--- src/core/bufram_pkg.sv ---
// Constants for the buffer RAM output port.
// Assumes one back-end clock domain, synchronous active-low reset.
package bufram_pkg;
    // ---------------------------------------------------------------
    // Geometry
    // ---------------------------------------------------------------
    localparam int         SLOT_COUNT     = 8;
    localparam int         PTR_W          = 3;
    localparam int         WORD_W         = 16;
    localparam int         SET_W          = 80;
    localparam int         FIFO_DEPTH     = 16;
    localparam int         FIFO_W         = 80;
    // ---------------------------------------------------------------
    // Pointer reset values and full/empty differences
    // ---------------------------------------------------------------
    localparam logic [2:0] WR_PTR_RST     = 3'h0;
    localparam logic [2:0] RD_PTR_RST     = 3'h7;
    localparam logic [2:0] FULL_DIFF      = 3'h7;
    localparam logic [2:0] EMPTY_DIFF     = 3'h1;
    // ---------------------------------------------------------------
    // Configuration field positions
    // ---------------------------------------------------------------
    localparam int         FIFO_MODE_BIT  = 15;
    localparam int         THRESH_LSB     = 12;
    localparam int         THRESH_W       = 3;
    localparam int         PAR_SEL_BIT    = 24;
    localparam int         PAR_BLOCK_BIT  = 25;
    // ---------------------------------------------------------------
    // Output select codes
    // ---------------------------------------------------------------
    localparam logic [2:0] SEL_I          = 3'h0;
    localparam logic [2:0] SEL_Q          = 3'h1;
    localparam logic [2:0] SEL_MAG        = 3'h2;
    localparam logic [2:0] SEL_PHASE      = 3'h3;
    localparam logic [2:0] SEL_FREQ       = 3'h4;
    localparam logic [2:0] SEL_UNUSED     = 3'h5;
    localparam logic [2:0] SEL_STATUS     = 3'h6;
    localparam logic [2:0] SEL_ADVANCE    = 3'h7;
    localparam logic [3:0] STATUS_OFFSET  = 4'h6;
    // ---------------------------------------------------------------
    // Status word field positions (hi byte)
    // ---------------------------------------------------------------
    localparam int         ST_DEPTH_LSB   = 5;
    localparam int         ST_EMPTY_BIT   = 4;
    localparam int         ST_FULL_BIT    = 3;
    localparam int         ST_READY_BIT   = 2;
    // ---------------------------------------------------------------
    // Timing
    // ---------------------------------------------------------------
    localparam int         CLK_PERIOD_NS  = 20;
    localparam int         IRQ_CYCLES     = 8;
    localparam int         SETTLE_CYCLES  = 4;
    localparam int         FREQ_TAPS      = 63;
    localparam int         FREQ_LAG       = FREQ_TAPS - 1;
endpackage

--- src/core/buffer_ram_output_fifo.sv ---
// Eight-slot buffer RAM for output sample sets with the 16-bit read port.
// Assumes sample inputs and read pins synchronous to the back-end clock.
// How it works
// - Eight slots, each five 16-bit words: I, Q, magnitude, phase, frequency.
// - Data leaves only when the reader asks for it.
// - Magnitude/phase lag I/Q one sample; frequency lags further by filter delay.
// - Without a new filter output, last frequency value repeats.
// - Config bit 15 selects FIFO mode; bits 14:12 set threshold.
// - Interrupt held low for exactly eight back-end clocks.
// - Depth is write minus read minus one, modulo eight.
// - Parallel port active when bit 24 is one and bit 25 zero.
// - High byte of the chosen word on bus hi, low byte on lo.
// - Select picks word, status or advance.
// - Read pointer advances on select seven at lo enable fall.
// - Both enables read; a new word is fetched on lo enable fall.
// - Status: depth 7:5, empty 4, full 3, ready 2, rest zero.
// - Status bit 2 is active-low ready flag.
// - Write-pointer reset command returns write pointer to zero.
// - Read and write pointers meet only if a read advance coincides with a write-pointer reset.
// - Full at difference seven; no stores while full.
// - Empty at difference one; advances ignored while empty.
// - Reset sets write pointer 0, read pointer 7.
// - In FIFO mode, interrupt fires on a store made while depth sits one below the threshold.
// - Read-advance command moves the read pointer only while the parallel port is off.
`timescale 1ns/1ns
module buffer_ram_output_fifo
    import bufram_pkg::*;
#(
    parameter int FIFO_D = FIFO_DEPTH
) (
    // Clock and reset
    input  wire logic                 clk_i,
    input  wire logic                 rst_n_i,
    // Configuration words
    input  wire logic [31:0]          mode_cfg_i,
    input  wire logic [31:0]          route_cfg_i,
    input  wire logic                 wr_ptr_clear_i,
    input  wire logic                 rd_ptr_advance_i,
    input  wire logic                 snapshot_done_i,
    // Sample stream
    input  wire logic                 sample_valid_i,
    output logic                      sample_ready_o,
    input  wire logic [WORD_W-1:0]    in_i_i,
    input  wire logic [WORD_W-1:0]    in_q_i,
    input  wire logic [WORD_W-1:0]    in_mag_i,
    input  wire logic [WORD_W-1:0]    in_phase_i,
    input  wire logic [WORD_W-1:0]    in_freq_i,
    input  wire logic                 freq_new_i,
    // Parallel read port
    input  wire logic [2:0]           sel_i,
    input  wire logic                 hi_bus_read_enable_n_i,
    input  wire logic                 lo_bus_read_enable_n_i,
    output logic [7:0]                output_bus_hi_o,
    output logic [7:0]                output_bus_lo_o,
    output logic                      output_bus_en_o,
    // Interrupt
    output logic                      buffer_irq_n_o
);
    import bufram_pkg::*;

    typedef struct packed {
        logic [PTR_W-1:0]  wp;
        logic [PTR_W-1:0]  rp;
        logic [WORD_W-1:0] mag_d;
        logic [WORD_W-1:0] ph_d;
        logic [WORD_W-1:0] freq_hold;
        logic [FREQ_LAG*WORD_W-1:0] freq_line;
        logic              lo_en_d;
        logic [WORD_W-1:0] word_out;
        logic [3:0]        irq_cnt;
    } core_state_t;

    core_state_t      st_reg;
    core_state_t      st_next;
    logic [SET_W-1:0] ram [SLOT_COUNT];
    logic [SET_W-1:0] q_set;
    logic             q_valid;
    logic             q_pop;
    logic [PTR_W-1:0] depth;
    logic             full;
    logic             empty;
    logic             fifo_mode;
    logic [2:0]       thresh;
    logic             par_on;
    logic             lo_fall;
    logic             ready_flag;
    logic [WORD_W-1:0] status_word;
    logic [SET_W-1:0] set_in;
    logic             do_write;

    // ---------------------------------------------------------------
    // Alignment of the incoming set
    // ---------------------------------------------------------------
    // Mag/phase held one sample so they trail the I/Q stored beside them
    assign set_in = {in_i_i, in_q_i, st_reg.mag_d, st_reg.ph_d,
                     st_reg.freq_line[FREQ_LAG*WORD_W-1 -: WORD_W]};

    sample_fifo #(
        .W (FIFO_W),
        .D (FIFO_D)
    ) u_in_fifo (
        .clk_i       (clk_i),
        .rst_n_i     (rst_n_i),
        .in_valid_i  (sample_valid_i),
        .in_ready_o  (sample_ready_o),
        .in_data_i   (set_in),
        .out_valid_o (q_valid),
        .out_ready_i (q_pop),
        .out_data_o  (q_set)
    );

    // ---------------------------------------------------------------
    // Configuration and flags
    // ---------------------------------------------------------------
    assign fifo_mode  = mode_cfg_i[FIFO_MODE_BIT];
    assign thresh     = mode_cfg_i[THRESH_LSB +: THRESH_W];
    assign par_on     = route_cfg_i[PAR_SEL_BIT] && !route_cfg_i[PAR_BLOCK_BIT];
    assign depth      = st_reg.wp - st_reg.rp - 3'h1;
    assign full       = (st_reg.wp - st_reg.rp) == FULL_DIFF;
    assign empty      = (st_reg.wp - st_reg.rp) == EMPTY_DIFF;
    assign ready_flag = fifo_mode ? !(depth >= thresh) : !snapshot_done_i;
    assign lo_fall    = st_reg.lo_en_d && !lo_bus_read_enable_n_i;
    // Drain the queue only when a slot is free; full stalls the source
    assign q_pop      = q_valid && !full;
    assign do_write   = q_pop;

    assign status_word = {8'(depth) << ST_DEPTH_LSB
                          | 8'(empty) << ST_EMPTY_BIT
                          | 8'(full) << ST_FULL_BIT
                          | 8'(ready_flag) << ST_READY_BIT,
                          8'h00};

    // ---------------------------------------------------------------
    // Next state
    // ---------------------------------------------------------------
    always_comb begin
        st_next = st_reg;
        st_next.lo_en_d = lo_bus_read_enable_n_i;
        if (sample_valid_i && sample_ready_o) begin
            st_next.mag_d = in_mag_i;
            st_next.ph_d  = in_phase_i;
            if (freq_new_i) begin
                st_next.freq_hold = in_freq_i;
            end
            st_next.freq_line = {st_reg.freq_line[(FREQ_LAG-1)*WORD_W-1:0],
                                 freq_new_i ? in_freq_i : st_reg.freq_hold};
        end
        if (do_write) begin
            st_next.wp = st_reg.wp + 3'h1;
        end
        if (wr_ptr_clear_i) begin
            // Keep pointers apart: read lands just below slot zero
            st_next.wp = WR_PTR_RST;
            st_next.rp = RD_PTR_RST;
        end
        if (!empty && ((par_on && lo_fall && sel_i == SEL_ADVANCE)
                       || (!par_on && rd_ptr_advance_i))) begin
            st_next.rp = st_reg.rp + 3'h1;
        end
        if (par_on && lo_fall) begin
            unique case (sel_i)
                SEL_I:       st_next.word_out = ram[st_reg.rp][79:64];
                SEL_Q:       st_next.word_out = ram[st_reg.rp][63:48];
                SEL_MAG:     st_next.word_out = ram[st_reg.rp][47:32];
                SEL_PHASE:   st_next.word_out = ram[st_reg.rp][31:16];
                SEL_FREQ:    st_next.word_out = ram[st_reg.rp][15:0];
                SEL_UNUSED:  st_next.word_out = 16'h0000;
                SEL_STATUS:  st_next.word_out = status_word;
                SEL_ADVANCE: st_next.word_out = 16'h0000;
            endcase
        end
        // Edge on depth, so a level sitting at threshold gives one pulse
        if (fifo_mode && do_write && depth + 3'h1 == thresh
            && st_reg.irq_cnt == 4'h0) begin
            st_next.irq_cnt = 4'(IRQ_CYCLES);
        end else if (st_reg.irq_cnt != 4'h0) begin
            st_next.irq_cnt = st_reg.irq_cnt - 4'h1;
        end
    end

    // ---------------------------------------------------------------
    // Registers and slot memory
    // ---------------------------------------------------------------
    always_ff @(posedge clk_i) begin
        if (!rst_n_i) begin
            st_reg    <= '0;
            st_reg.wp <= WR_PTR_RST;
            st_reg.rp <= RD_PTR_RST;
            st_reg.lo_en_d <= 1'b1;
        end else begin
            st_reg <= st_next;
        end
        if (do_write) begin
            ram[st_reg.wp] <= q_set;
        end
    end

    // ---------------------------------------------------------------
    // Outputs
    // ---------------------------------------------------------------
    assign output_bus_hi_o = st_reg.word_out[15:8];
    assign output_bus_lo_o = st_reg.word_out[7:0];
    assign output_bus_en_o = par_on && !hi_bus_read_enable_n_i
                             && !lo_bus_read_enable_n_i;
    assign buffer_irq_n_o  = (st_reg.irq_cnt == 4'h0);
endmodule

--- src/core/sample_fifo.sv ---
// Valid/ready FIFO of parameterised width and depth.
// Assumes a single clock and a synchronous active-low reset.
`timescale 1ns/1ns
module sample_fifo #(
    parameter int W = 80,
    parameter int D = 16
) (
    // Clock and reset
    input  wire logic         clk_i,
    input  wire logic         rst_n_i,
    // Fill side
    input  wire logic         in_valid_i,
    output logic              in_ready_o,
    input  wire logic [W-1:0] in_data_i,
    // Drain side
    output logic              out_valid_o,
    input  wire logic         out_ready_i,
    output logic [W-1:0]      out_data_o
);
    localparam int AW = $clog2(D);
    typedef struct packed {
        logic [AW-1:0] wp;
        logic [AW-1:0] rp;
        logic [AW:0]   cnt;
    } fifo_state_t;
    fifo_state_t  st_reg;
    fifo_state_t  st_next;
    logic [W-1:0] mem [D];
    logic         push;
    logic         pop;

    assign in_ready_o  = (st_reg.cnt != (AW+1)'(D));
    assign out_valid_o = (st_reg.cnt != '0);
    assign out_data_o  = mem[st_reg.rp];
    assign push        = in_valid_i && in_ready_o;
    assign pop         = out_valid_o && out_ready_i;

    always_comb begin
        st_next = st_reg;
        if (push) begin
            st_next.wp = st_reg.wp + 1'b1;
        end
        if (pop) begin
            st_next.rp = st_reg.rp + 1'b1;
        end
        st_next.cnt = st_reg.cnt + (AW+1)'(push) - (AW+1)'(pop);
    end

    always_ff @(posedge clk_i) begin
        if (!rst_n_i) begin
            st_reg <= '0;
        end else begin
            st_reg <= st_next;
        end
        if (push) begin
            mem[st_reg.wp] <= in_data_i;
        end
    end
endmodule

--- config.mk ---
export PLATFORM = sky130hd
export DESIGN_NAME = buffer_ram_output_fifo
export DESIGN_NICKNAME = d
export VERILOG_FILES = /design/src/core/bufram_pkg.sv /design/src/core/buffer_ram_output_fifo.sv /design/src/core/sample_fifo.sv
export SDC_FILE = /design/constraint.sdc
export NUM_CORES = 2
export LEC_CHECK = 0
export BUFFER_PORTS_ARGS = -buffer_cell sky130_fd_sc_hd__buf_2
export CAP_MARGIN = 40
export CORE_MARGIN = 2
export CORE_UTILIZATION = 65
export CTS_BUF_LIST = sky130_fd_sc_hd__clkbuf_8 sky130_fd_sc_hd__clkbuf_16
export CTS_CLUSTER_SIZE = 16
export DETAILED_ROUTE_END_ITERATION = 12
export PLACE_DENSITY_LB_ADDON = 0.1
export SLEW_MARGIN = 20
export SYNTH_ARGS = -nofsm -noshare
export SYNTH_HDL_FRONTEND = slang
export SYNTH_SLANG_ARGS = --single-unit
--- constraint.sdc ---
create_clock -name clk_i -period 20.5 [get_ports clk_i]
set_clock_uncertainty 0.15 [all_clocks]
set_input_delay 4.1 -clock clk_i [delete_from_list [all_inputs] [get_ports clk_i]]
set_output_delay 4.1 -clock clk_i [all_outputs]
set_load 0.05 [all_outputs]
==> impl_metrics.yaml <==
worst_setup_path:
  start_kind: "input pin"
  reg2reg_from: "u_in_fifo.st_reg[2]"
  cp.required_ps: 16250
  path_cells: "buf_2 > nand2b_1 > nor3_1 > buf_2"
  path_delay_family: "buffers and inverters"
  critPathBufInv: 2
  crit_top_cell: "buf_2"
  crit_slowest_cell: "buf_2"
  crit_path_start: "route_cfg_i[25]"
  endpoint_kind: "output pin"
  crit_fanout: 3
  slowest_delay_ps: 280
  worstPathArrival_ps: 4800
  crit_type: "in -> out"
detailed_routing:
  drc: 0
  first_iter_violations: 6555
  vias_per_cell: 6.019
  firstDrtPassIters: 6
  wirelength_um: 230900
  avgRoutedWirePerCell_um: 22.89
  postRouteAntennaNets: 0
  vias: 60720
final_layout:
  fin_area_um2: 124500
  nNetsFinal: 7741
  drive_above_1_share_pct: 16.60
  largest_register_ffs: 1280
  area_delta_synth_final_pct: 11.24
  finalNonFillerCells: 10090
  post-route-util_pct: 72.65
synthesis:
  yosysTopAreaCellShare_pct: 51.52
  synth_area_um2: 111900
  yosysSeqAreaShare_pct: 70.68
  synth_top_cells_by_count: "2081 x nand2_1, 1920 x edfxtp_1, 1071 x dfxtp_1"
  synth.avg_cell_area_um2: 14.91
  synth.largest_area_cell: "edfxtp_1"
  synth_cell_types: 62
  synthArstFlopShare_pct: 0
  yosys-top-cells-area: "edfxtp_1 52%, dfxtp_1 19%, mux4_2 11%"
  synth-edff-count: 1920
  synth.net_count: 7683
  yosysMostFrequentCell: "nand2_1"
  syn_inst: 7504
  synth_warnings: 0
  ys_ff_latch: 2991
  synth-main-ff-cell: "edfxtp_1"
sta:
  hold_viol_final: 0
  slew_violations: 0
  rsz0062_at_grt: "false"
  min_period_ps: 9055
  hold_ws_ps: 281.9
  setup_viol: 0
  finalSetupTns_ps: 0
  worst_pin_slew_ps: 1190
  fmax_mhz: 110.4
  fin_crit_sh_pct: 44.17
  max_slew_margin_pct: 20.69
  fin_ws_ps: 11450
clock_tree:
  clk_pin_slew_ps: 60
  cts_buffer_depth: 4
  numCtsBuffers: 303
  htreeDepth: 5
  cts_resized: 0
  cts_tree: "done"
  cts-root-buf: "clkbuf_16"
  postCtsSetupRepairBufs: 0
  postCtsHoldBufs: 0
  clock_latency_ps: 940
  cts.sinks: 2991
placement:
  placed_cell_area_um2: 115000
  dp_hpwl_um: 122900
  place_inst: 9559
  gp_congestion: 0.7693
  io_buffers: 116
  pre_cts_ws_ps: 11460
global_route:
  grt_max_degree: 315
  overflow: 0
  grt_pass1_vias: 59610
  grt_pass1_wl_um: 352900
  antenna_found_initial: 7
  track_usage_pct: 26.56
die:
  dieArea_um2: 175500
  row_count: 152
  start_util_pct: 65.31
  die-height_um: 418.9
  ios: 175
  core_area_um2: 171400
  dieWidth_um: 418.9
job:
  maxCapViolations: 0
pwr:
  ir_worst_vdd_v: 0.00009975
  total_power_mw: 14.76
  power_leakage_nw: 39.38
  power-per-cell-area_nw_per_um2: 118.6
outcome:
  status: "finished, final reports clean"
worst_hold_path:
  hold_class: "reg -> reg"
  min_from: "st_reg[745]"
[cell type report]
type	instances	area, um^2
Antenna cell	1	2.502
Tap cell	2310	2890
Fill cell	10630	46870
Multi-Input combinational cell	3978	30630
Sequential cell	2991	79120
Clock buffer	345	8228
Inverter	22	90.09
Clock inverter	176	1020
Timing Repair Buffer	266	2500
[layer usage]
layer	share of wire [%]	wire length [um]	vias up	GRT usage (%)
met5	0.020	47	-	0
met4	2.2	5056	8	7.300
met3	7.5	17270	353	4.883
met2	49	114200	2170	43.47
met1	41	94290	30730	37.09
li1	-	-	27460	-
[worst reg2reg max path, cell delays in order, from the launching register on]
cell and delay (ps):
dfxtp_1 330, inv_1 60, ha_1 200, nor3b_1 140
nand2_1 130, nand2_4 350, inv_8 640, nand2_1 450
nor3_2 650, buf_4 290, buf_4 660, buf_4 710
[power breakdown]
group / internal, mW / switching (mW)
clock: 2.97 / 2.18
sequential: 6.96 / 0.154
combinational: 1.01 / 1.49
[worst paths after layout]
check	slack [ps]	to	depth (start not counted)
max	11450	output_bus_en_o	4
min	280	st_reg[761]	2
max reg2reg	15280	u_in_fifo.mem[2][47]	11
min reg2reg	280	st_reg[761]	2
[cells by family after synthesis]
family,synth area share (%)
buffers and inverters,2.139
AO/OA/AOI/OAI,7.728
flip-flops,70.68
adder cells (fa/ha/maj),0.2706
AND/OR/NAND/NOR,7.575
multiplexers,11.45
XOR/XNOR,0.1543
[placed cells by master, fill, tap and decap left out, types with 6 or more instances in the layout]
master and n:
nand2_1 2080, edfxtp_1 1920, dfxtp_1 1064, a21boi_0 1027, mux4_2 555, clkbuf_16 309, buf_2 116, inv_1 109
buf_4 100, clkinv_2 40, clkbuf_8 36, a21oi_1 28, clkinv_1 28, buf_16 26, ha_1 21, buf_12 20
nor2_1 19, a22oi_1 18, mux2i_1 16, o21ai_0 16, nor2_4 14, mux2_2 14, and2_1 12, xnor2_1 12
nor3_2 10, a22o_1 10, a32oi_1 10, bufinv_16 10, nand2b_1 9, nand4_1 9, nor2b_1 8, o22ai_1 8
a31oi_1 7, o221a_2 7, dfxtp_4 6
Note: power is estimated with default switching activity, not from simulation.
